[src/timer_defines.vh]
// register map, field positions and reset values of the timer block
`ifndef TIMER_DEFINES_VH
`define TIMER_DEFINES_VH

// register indexes; avalon word address equals the index
`define IDX_MASTER_ACTION 6'h08
`define IDX_COUNT 6'h0a
`define IDX_ACCUM 6'h0c
`define IDX_CAPTURE_1 6'h0e
`define IDX_CAPTURE_2 6'h10
`define IDX_CAPTURE_3 6'h12
`define IDX_MATCH_1 6'h14
`define IDX_MATCH_2 6'h16
`define IDX_MATCH_3 6'h18
`define IDX_MATCH_4 6'h1a
`define IDX_SHARED 6'h1c
`define IDX_ACTION_EDGE 6'h1e
`define IDX_IRQ_ENABLE 6'h20
`define IDX_FLAGS 6'h22

// reset values
`define VALUE_RESET 16'hffff
`define ZERO_RESET 16'h0000

// accumulator setup byte (bits 15:8 of the accumulator word)
`define SETUP_ON 6
`define SETUP_GATED 5
`define SETUP_POL 4
`define SETUP_ROLE 2
`define SETUP_WMASK 8'h77

// timer clock select value that picks the external clock pin
`define CLK_SEL_EXT 3'h7
// prescaler value giving the system clock divided by 512
`define PRESC_LAST 9'h1ff

// flag and enable word; bit 6 and bits 3:0 of flags read as zero
`define FLAG_MASK 16'hffb0
`define EN_CLK_OUT 3
`endif

[src/timer_capture_compare_accumulator.v]
// timer core: free-running count, capture, compare, pulse accumulator
`timescale 1ns/100ps
`default_nettype none

`include "timer_defines.vh"

module timer_capture_compare_accumulator (
  input wire clk,
  input wire rst_n,
  input wire [5:0] avs_address,
  input wire avs_read,
  input wire avs_write,
  input wire [31:0] avs_writedata,
  input wire [3:0] avs_byteenable,
  output reg [31:0] avs_readdata,
  output wire avs_waitrequest,
  input wire [3:1] capture_pin,
  input wire ch5_pin_in,
  input wire accum_input_pin,
  input wire ext_clk_pin,
  output wire [5:1] match_pin_out,
  output wire [5:1] match_pin_oe,
  output reg timer_irq
);

  // ==========================================================
  // functions
  function tap_hit;
    input [8:0] p;
    input [2:0] s;
    begin
      case (s)
        3'h0: tap_hit = p[0];
        3'h1: tap_hit = &p[1:0];
        3'h2: tap_hit = &p[2:0];
        3'h3: tap_hit = &p[3:0];
        3'h4: tap_hit = &p[4:0];
        3'h5: tap_hit = &p[5:0];
        3'h6: tap_hit = &p[6:0];
        default: tap_hit = 1'b0;
      endcase
    end
  endfunction

  function edge_hit;
    input rise;
    input fall;
    input [1:0] sel;
    begin
      case (sel)
        2'h1: edge_hit = rise;
        2'h2: edge_hit = fall;
        2'h3: edge_hit = rise | fall;
        default: edge_hit = 1'b0;
      endcase
    end
  endfunction

  function [15:0] merge;
    input [15:0] old;
    input [15:0] wd;
    input [1:0] be;
    begin
      merge = old;
      if (be[1]) begin
        merge[15:8] = wd[15:8];
      end
      if (be[0]) begin
        merge[7:0] = wd[7:0];
      end
    end
  endfunction

  // ==========================================================
  // state
  reg ack_r;
  reg [5:1] mask_r;
  reg [5:1] levels_r;
  reg [15:0] count_r;
  reg [7:0] setup_r;
  reg [7:0] acc_r;
  reg [15:0] cap_r [1:3];
  reg [15:0] match_r [1:4];
  reg [15:0] shared_r;
  reg [15:0] ctl_r;
  reg [15:0] en_r;
  reg [15:0] flag_r;
  reg [8:0] presc_r;
  reg adv_r;
  reg clk_out_r;
  reg [5:1] pin_r;
  reg [5:0] in_s1_r;
  reg [5:0] in_s2_r;
  reg [5:0] in_s3_r;
  reg [5:1] pin_nxt;
  reg [15:0] rd_nxt;
  integer i;
  integer j;

  // ==========================================================
  // avalon handshake: one wait state for every access
  wire [15:0] wd = avs_writedata[15:0];
  wire [1:0] be = avs_byteenable[1:0];
  wire wr = avs_write & ack_r;
  assign avs_waitrequest = (avs_read | avs_write) & ~ack_r;

  // ==========================================================
  // pin synchronisers and edges
  wire [5:0] rise = in_s2_r & ~in_s3_r;
  wire [5:0] fall = ~in_s2_r & in_s3_r;
  wire acc_level = in_s2_r[4];
  wire ext_level = in_s2_r[5];

  // ==========================================================
  // decoded controls
  wire acc_on = setup_r[`SETUP_ON];
  wire acc_gated = setup_r[`SETUP_GATED];
  wire acc_pol = setup_r[`SETUP_POL];
  wire ch5_role_sel = setup_r[`SETUP_ROLE];
  wire [1:0] gated_clk_sel = setup_r[1:0];
  wire timer_clk_out_en = en_r[`EN_CLK_OUT];
  wire [2:0] timer_clk_sel = en_r[2:0];

  // timer clock from prescaler tap or external pin
  wire timer_tick = (timer_clk_sel == `CLK_SEL_EXT) ? rise[5] :
    tap_hit(presc_r, timer_clk_sel);
  wire wrap_evt = timer_tick & (count_r == `VALUE_RESET);

  // compare matches, checked once per count value
  wire [5:1] mev;
  assign mev[1] = adv_r & (count_r == match_r[1]);
  assign mev[2] = adv_r & (count_r == match_r[2]);
  assign mev[3] = adv_r & (count_r == match_r[3]);
  assign mev[4] = adv_r & (count_r == match_r[4]);
  assign mev[5] = adv_r & ~ch5_role_sel & (count_r == shared_r);

  // capture edges
  wire [4:1] cev;
  assign cev[1] = edge_hit(rise[0], fall[0], ctl_r[1:0]);
  assign cev[2] = edge_hit(rise[1], fall[1], ctl_r[3:2]);
  assign cev[3] = edge_hit(rise[2], fall[2], ctl_r[5:4]);
  assign cev[4] = ch5_role_sel & edge_hit(rise[3], fall[3], ctl_r[7:6]);

  // ==========================================================
  // accumulator
  reg acc_src;
  always @* begin
    case (gated_clk_sel)
      2'h0: acc_src = (presc_r == `PRESC_LAST);
      2'h1: acc_src = timer_tick;
      2'h2: acc_src = wrap_evt;
      default: acc_src = rise[5];
    endcase
  end
  // pol 0: falling edge counts, or low inhibits and falling ends period
  wire acc_edge = acc_pol ? rise[4] : fall[4];
  wire acc_gate = acc_level ^ acc_pol;
  wire acc_inc = acc_on &
    (acc_gated ? (acc_gate & acc_src) : acc_edge);
  wire acc_wrap_evt = acc_inc & (acc_r == 8'hff);
  wire acc_in_evt = acc_on & acc_edge;

  // ==========================================================
  // flags and interrupt
  wire [15:0] fset = {cev[4] | mev[5], mev[4:1], cev[3:1], wrap_evt,
    1'b0, acc_wrap_evt, acc_in_evt, 4'h0};
  wire [15:0] fclr = (wr && avs_address == `IDX_FLAGS) ?
    merge(16'h0000, wd, be) : 16'h0000;

  // ==========================================================
  // compare pin actions; master match applied last so it wins
  always @* begin
    pin_nxt = pin_r;
    for (j = 2; j <= 5; j = j + 1) begin
      if (mev[j]) begin
        case (ctl_r[2*j+5 -: 2])
          2'h1: pin_nxt[j] = ~pin_r[j];
          2'h2: pin_nxt[j] = 1'b0;
          2'h3: pin_nxt[j] = 1'b1;
          default: pin_nxt[j] = pin_r[j];
        endcase
      end
    end
    if (mev[1]) begin
      for (j = 1; j <= 5; j = j + 1) begin
        if (mask_r[j]) begin
          pin_nxt[j] = levels_r[j];
        end
      end
    end
  end

  assign match_pin_out[1] = timer_clk_out_en ? clk_out_r : pin_r[1];
  assign match_pin_out[5:2] = pin_r[5:2];
  assign match_pin_oe[1] = 1'b1;
  assign match_pin_oe[2] = (ctl_r[9:8] != 2'h0) | mask_r[2];
  assign match_pin_oe[3] = (ctl_r[11:10] != 2'h0) | mask_r[3];
  assign match_pin_oe[4] = (ctl_r[13:12] != 2'h0) | mask_r[4];
  assign match_pin_oe[5] = ~ch5_role_sel &
    ((ctl_r[15:14] != 2'h0) | mask_r[5]);

  // ==========================================================
  // read mux
  always @* begin
    case (avs_address)
      `IDX_MASTER_ACTION: rd_nxt = {mask_r, 3'h0, levels_r, 3'h0};
      `IDX_COUNT: rd_nxt = count_r;
      `IDX_ACCUM: rd_nxt = {acc_level, setup_r[6:4], ext_level,
        setup_r[2:0], acc_r};
      `IDX_CAPTURE_1: rd_nxt = cap_r[1];
      `IDX_CAPTURE_2: rd_nxt = cap_r[2];
      `IDX_CAPTURE_3: rd_nxt = cap_r[3];
      `IDX_MATCH_1: rd_nxt = match_r[1];
      `IDX_MATCH_2: rd_nxt = match_r[2];
      `IDX_MATCH_3: rd_nxt = match_r[3];
      `IDX_MATCH_4: rd_nxt = match_r[4];
      `IDX_SHARED: rd_nxt = shared_r;
      `IDX_ACTION_EDGE: rd_nxt = ctl_r;
      `IDX_IRQ_ENABLE: rd_nxt = en_r;
      `IDX_FLAGS: rd_nxt = flag_r;
      default: rd_nxt = 16'h0000;
    endcase
  end

  // ==========================================================
  // bus slave and pin sampling
  always @(posedge clk or negedge rst_n) begin
    if (!rst_n) begin
      ack_r <= 1'b0;
      avs_readdata <= 32'h00000000;
      in_s1_r <= 6'h00;
      in_s2_r <= 6'h00;
      in_s3_r <= 6'h00;
    end else begin
      ack_r <= (avs_read | avs_write) & ~ack_r;
      if (avs_read & ~ack_r) begin
        avs_readdata <= {16'h0000, rd_nxt};
      end
      // first stage feeds only the second
      in_s1_r <= {ext_clk_pin, accum_input_pin, ch5_pin_in, capture_pin};
      in_s2_r <= in_s1_r;
      in_s3_r <= in_s2_r;
    end
  end

  // ==========================================================
  // time base, compare, capture
  always @(posedge clk or negedge rst_n) begin
    if (!rst_n) begin
      presc_r <= 9'h000;
      count_r <= `ZERO_RESET;
      adv_r <= 1'b0;
      clk_out_r <= 1'b0;
      pin_r <= 5'h00;
      shared_r <= `VALUE_RESET;
      for (i = 1; i <= 3; i = i + 1) begin
        cap_r[i] <= `VALUE_RESET;
      end
      for (i = 1; i <= 4; i = i + 1) begin
        match_r[i] <= `VALUE_RESET;
      end
    end else begin
      presc_r <= presc_r + 9'h001;
      adv_r <= timer_tick;
      if (timer_tick) begin
        count_r <= count_r + 16'h0001;
        clk_out_r <= ~clk_out_r;
      end
      pin_r <= pin_nxt;
      for (i = 1; i <= 3; i = i + 1) begin
        if (cev[i]) begin
          cap_r[i] <= count_r;
        end
      end
      if (cev[4]) begin
        shared_r <= count_r;
      end else if (wr && avs_address == `IDX_SHARED && !ch5_role_sel) begin
        shared_r <= merge(shared_r, wd, be);
      end
      if (wr) begin
        case (avs_address)
          `IDX_MATCH_1: match_r[1] <= merge(match_r[1], wd, be);
          `IDX_MATCH_2: match_r[2] <= merge(match_r[2], wd, be);
          `IDX_MATCH_3: match_r[3] <= merge(match_r[3], wd, be);
          `IDX_MATCH_4: match_r[4] <= merge(match_r[4], wd, be);
          default: begin
          end
        endcase
      end
    end
  end

  // ==========================================================
  // control registers, accumulator, flags
  always @(posedge clk or negedge rst_n) begin
    if (!rst_n) begin
      mask_r <= 5'h00;
      levels_r <= 5'h00;
      setup_r <= 8'h00;
      acc_r <= 8'h00;
      ctl_r <= `ZERO_RESET;
      en_r <= `ZERO_RESET;
      flag_r <= `ZERO_RESET;
      timer_irq <= 1'b0;
    end else begin
      // a hardware set in the clearing cycle survives
      flag_r <= ((flag_r & ~fclr) | fset) & `FLAG_MASK;
      timer_irq <= |(flag_r & en_r & `FLAG_MASK);
      // a software write to the count wins over an increment
      if (wr && avs_address == `IDX_ACCUM && be[0]) begin
        acc_r <= wd[7:0];
      end else if (acc_inc) begin
        acc_r <= acc_r + 8'h01;
      end
      if (wr) begin
        case (avs_address)
          `IDX_MASTER_ACTION: begin
            if (be[1]) begin
              mask_r <= wd[15:11];
            end
            if (be[0]) begin
              levels_r <= wd[7:3];
            end
          end
          `IDX_ACCUM: begin
            if (be[1]) begin
              // pin level bits are not stored
              setup_r <= wd[15:8] & `SETUP_WMASK;
            end
          end
          `IDX_ACTION_EDGE: ctl_r <= merge(ctl_r, wd, be);
          `IDX_IRQ_ENABLE: en_r <= merge(en_r, wd, be) & 16'hffbf;
          default: begin
          end
        endcase
      end
    end
  end

endmodule // timer_capture_compare_accumulator
`default_nettype wire

[config.mk]
export PLATFORM = sky130hd
export DESIGN_NAME = timer_capture_compare_accumulator
export DESIGN_NICKNAME = d
export VERILOG_FILES = /design/src/timer_capture_compare_accumulator.v
export VERILOG_INCLUDE_DIRS = /design/src
export SDC_FILE = /design/constraint.sdc
export NUM_CORES = 1
export LEC_CHECK = 0
export BUFFER_PORTS_ARGS = -buffer_cell sky130_fd_sc_hd__buf_4
export CAP_MARGIN = 20
export CORE_MARGIN = 2
export CORE_UTILIZATION = 40
export CTS_BUF_LIST = sky130_fd_sc_hd__clkbuf_8 sky130_fd_sc_hd__clkbuf_16
export CTS_CLUSTER_DIAMETER = 40
export DETAILED_ROUTE_END_ITERATION = 12
export HOLD_SLACK_MARGIN = 0.05
export PLACE_DENSITY_LB_ADDON = 0.15
export SLEW_MARGIN = 30
export SYNTH_ARGS = -nofsm -noshare
export SYNTH_HDL_FRONTEND = slang
export SYNTH_SLANG_ARGS = --single-unit
[constraint.sdc]
create_clock -name clk -period 4.1 [get_ports clk]
set_input_delay 1.025 -clock clk [delete_from_list [all_inputs] [get_ports clk]]
set_output_delay 1.025 -clock clk [all_outputs]
set_load 0.005 [all_outputs]
**After elaboration in Yosys (flattened, before gate mapping)**

Cells that the tools add are included.

- Register bits: 262
- Output and inout port bits: 44
- Word-level logic and storage cells: 209

- Equal/unequal tests: 55
- Multiplexer cells: 34
- $add $sub $neg: 3
- Bitwise logic cells: 42
- Reduce and logical (&&, ||, !) cells: 41

Operators with widths:

| cell | count |
|---|---|
| $pmux 16 s14 | 1 |
| $eq 16x16->1 | 5 |
| $eq 6x5->1 const B | 8 |
| $mux 16 | 3 |
| $mux 8 | 6 |
| $reduce_and 3->1 | 16 |
| $eq 2x2->1 const B | 17 |
| $and 16x16->16 | 2 |
| $pmux 1 s3 | 9 |
| $eq 6x4->1 const B | 4 |
| $eq 2x1->1 const B | 9 |
| $add 16x1->16 const B | 1 |
| $and 1x1->1 | 16 |
| $eq 16x16->1 const B | 1 |
| $not 16->16 | 1 |
| $or 16x16->16 | 1 |
| $reduce_bool 2->1 | 8 |
| $mux 1 | 13 |
| $eq 3x3->1 const B | 4 |
| $eq 6x6->1 const B | 2 |
| $reduce_or 11->1 | 1 |
| $or 1x1->1 | 10 |
| $add 9x1->9 const B | 1 |
| $eq 9x9->1 const B | 1 |
| other kinds (21) | 35 |

**Longest topological paths before layout**

- Word-level depth: 10
- Mapped depth: 11
- Mapped depth without buffers: 11

**Worst setup path after synthesis**

Ideal clock, no wire load.

- Path kind: input -> register
- Start: in avs_address[3]
- End: reg en_r[0]
- Slack: 1,336 ps
- Data arrival time: 2,639 ps
- Stages on the path: 6
- Cell sequence: buf_2 > or4b_4 > nor3_4 > buf_4 > nand2_1 > mux2_2

- Word-level cells in the longest chain between the ends: 2

Ends and longest elaborated chain:

| item | line | source |
|---|---|---|
| start: declaration | timer_capture_compare_accumulator.v:10 | `input wire [5:0] avs_address,` |
| $eq 6x6->1 | timer_capture_compare_accumulator.v:316 | `case (avs_address)` |
| $reduce_and 3->1 (no source line) | n/a |  |
| end signal: assignment | timer_capture_compare_accumulator.v:302 | `` en_r <= `ZERO_RESET; `` |
| end signal: assignment | timer_capture_compare_accumulator.v:332 | `` `IDX_IRQ_ENABLE: en_r <= merge(en_r, wd, be) & 16'hffbf; `` |
| end: declaration | timer_capture_compare_accumulator.v:86 | `reg [15:0] en_r;` |

Every way passes these cells.
A chain may end at the register's enable or synchronous reset.

**Worst setup path in the final report**

- Start: reg count_r[6]
- End: reg acc_r[0]

- Word-level cells in the longest chain between the ends: 7

Ends and longest elaborated chain:

| item | line | source |
|---|---|---|
| start: declaration | timer_capture_compare_accumulator.v:79 | `reg [15:0] count_r;` |
| start signal: assignment | timer_capture_compare_accumulator.v:251 | `` count_r <= `ZERO_RESET; `` |
| start signal: assignment | timer_capture_compare_accumulator.v:266 | `count_r <= count_r + 16'h0001;` |
| $eq 16x16->1 (no source line) | n/a |  |
| $and 1x1->1 | timer_capture_compare_accumulator.v:127 | `` wire wrap_evt = timer_tick & (count_r == `VALUE_RESET); `` |
| $pmux 1 s3 | timer_capture_compare_accumulator.v:148 | `case (gated_clk_sel)` |
| $and 1x1->1 | timer_capture_compare_accumulator.v:159 | `(acc_gated ? (acc_gate & acc_src) : acc_edge);` |
| $mux 1 | timer_capture_compare_accumulator.v:159 |  |
| $and 1x1->1 | timer_capture_compare_accumulator.v:158 | `wire acc_inc = acc_on &` |
| $reduce_bool 2->1 (no source line) | n/a |  |
| end signal: assignment | timer_capture_compare_accumulator.v:311 | `acc_r <= wd[7:0];` |
| end signal: assignment | timer_capture_compare_accumulator.v:313 | `acc_r <= acc_r + 8'h01;` |
| end: declaration | timer_capture_compare_accumulator.v:81 | `reg [7:0] acc_r;` |

Every way passes these cells.

==> key figures <==
Hold path
  – Hold Crit Class: register to register

Yosys
  – Post-synthesis cell type count: 61
  – Mapped Cells: 1127
  – Number of synthesized flops with an enable pin: 0
  – Syn_area_per_cell: 11.7 sq um
  – Synth Register Bits: 262
  – Top_reg_cell synth: dfrtp_1
  – Ys async rst share: 1.00
  – Synth Cell Area: 13200 sq um
  – Sequential share of the synthesized area: 0.508
  – Yosys warns: 0

CTS
  – Hold buffers post-CTS: 0
  – CTS root buffer: clkbuf_16
  – Clock Path Buffers: 3
  – Cells resized by post-CTS repair: 0
  – CTS tree: built
  – Postcts setup bufs: 0
  – Clock Sinks: 262
  – Reg clk slew, reported paths: 60 ps
  – Clock Latency Late Sink: 530 ps
  – Total CTS buffers: 40
  – Htree depth: 2

Route
  – DR DRC count: 0
  – DR vias: 9637
  – Vias per cell: 5.78
  – DRT iter0 DRCs: 786
  – WL final: 43.8 mm
  – Wirelength per Cell: 26.2 um
  – Router iterations before antenna repair: 5
  – ANT nets after route: 0

STA
  – Setup_tns: 0 ps
  – Fmax: 342 MHz
  – Slew HR: 0.300
  – Final hold vios: 0
  – Final Critical Period: 2930 ps
  – Final Max Slew Viols: 0
  – Worst-Margin Slew: 1040 ps
  – Fin crit share: 0.714
  – Final setup violating endpoints: 0
  – Clock Skews: 16.9 ps
  – RSZ-0062 raised after global routing: no

Pwr
  – Static leakage: 0.00660 uW
  – Tot Pwr: 8180 uW
  – Maximum VDD drop: 0.303 mV
  – Power per cell area: 522 nW/um^2

Job
  – Max Cap Violations: 0

GRT
  – Initial antenna violation count: 0
  – GRT Util Overall: 0.259
  – Vias in the first global route: 9447
  – Largest net degree at the start of global routing: 85
  – First-pass GRT wire length: 64.0 mm
  – Grt ovf: 0

Placed design
  – DP HPWL: 30.0 mm
  – Placer Congestion: 0.860
  – Post-Place Cells: 1594
  – Buffers on Ports: 60

Critical path
  – CP required: 4540 ps
  – Arrival @ worst endpoint: 3370 ps
  – Critical Path Sink Type: register
  – Worst setup SP type: register
  – Worst-path maximum fanout: 15
  – WS Path Type: register to register

Floorplan
  – Rows: 66
  – Starting Density: 0.407
  – Die Span Y: 186 um
  – Die area: 34500 sq um
  – Core box area: 32500 sq um
  – Horiz. Die Dim: 186 um
  – I/O pin total: 96

Finish
  – Synth-to-Final Area Change: 18.4%
  – Final net count: 1260
  – Layout cells sized above 1: 0.393
  – Ant diodes: 0
  – Most common cell after layout, fill and taps aside: mux2_2
  – Final Core Density: 0.482
  – Most frequent cells in the layout: mux2_2, dfrtp_1, dfstp_2
  – Final Instance Count excl. Fillers: 1668

Outcome
  – Status: completed
## worst max-delay path, stage by stage (launching register included)
cell and delay (ps):
dfrtp_1 810, and4_1 330, and3_1 250, nand3_1 90
a21oi_1 680, nand2_1 310, xor2_1 220, o21ai_0 140
## cells by family (layout without fill, tap and decap cells)
kind of cell,after synthesis,count (layout),share of synthesized area
AOI/OAI and AO/OA,192,192,0.108
DFF,262,262,0.508
and+or+nand+nor,258,258,0.103
muxes,188,188,0.158
other,2,17,0.000568
buffers and inverters,103,187,0.0382
adders and majority gates,14,14,0.0132
xor gates and xnor gates,108,108,0.0715
## routing by layer
metal	global-route usage	part of all wire	up-vias
li1	-	-	4203
met2	0.394	0.45	405
met4	0.102	0.040	0
met3	0.0657	0.085	92
met1	0.353	0.42	4937
met5	0	0	-
## worst paths after layout
check | from | to | slack (ps) | depth (start not counted)
min reg2reg | in_s1_r[4] | in_s2_r[4] | 340 | 0
max reg2reg | count_r[6] | acc_r[0] | 1170 | 7
min in group asynchronous | rst_n | setup_r[6] | 480 | 1
max in group asynchronous | rst_n | shared_r[9] | 2610 | 2
min | in_s1_r[4] | in_s2_r[4] | 340 | 0
max | count_r[6] | acc_r[0] | 1170 | 7
## flip-flops by register name, indices dropped and copies added, names as in the netlist, 8 cells and up
name and count:
acc_r 8, avs_readdata 16, cap_r 48, count_r 16
ctl_r 16, en_r 15, flag_r 11, match_r 64
presc_r 9, shared_r 16
## cell type report
type | instances | area (sq um)
flip-flops and latches | 262 | 6720
multi-input cells | 777 | 6110
well taps | 442 | 553
fillers | 3032 | 16900
clock buffers | 45 | 1080
inverters | 16 | 60.1
repair buffers | 97 | 761
clock inverters | 29 | 384
## through the flow
step | setup slack, ps | area, sq um | hold WS, ps
after floorplan | 1340 | 13300 | 331
after detailed placement | 823 | 14200 | 335
after global routing | 913 | 15700 | 354
after global placement | 802 | 14200 | 334
after CTS | 1170 | 15700 | 347
final | 1170 | 15700 | 345
## synth_stat cells, types with 12 or more instances
cell type    n  area, sq um
a22oi_1     52          390
dfstp_2    128         3360
dfrtp_1    134         3350
mux2i_1     23          230
and3_1      17          106
a221oi_1    31          272
buf_4       24          180
nand2_1     96          360
buf_2       23          115
clkbuf_1    30          113
xnor2_1     86          753
a21oi_1     12         60.1
xor2_1      22          193
nand4_1     24          150
o21ai_0     31          155
nor2_1      26         97.6
inv_1       16         60.1
nand3_1     33          165
ha_1        14          175
mux2_2     164         1850
a22o_1      38          333
## where the power goes
part | switching (uW) | total, uW | leakage, uW | internal [uW]
registers | 381 | 3370 | 0.00302 | 2980
logic | 614 | 1100 | 0.00284 | 488
clock network | 1290 | 3710 | 0.000735 | 2420
total | 2290 | 8180 | 0.00660 | 5890
No activity file was read; power rests on OpenSTA's default activity.
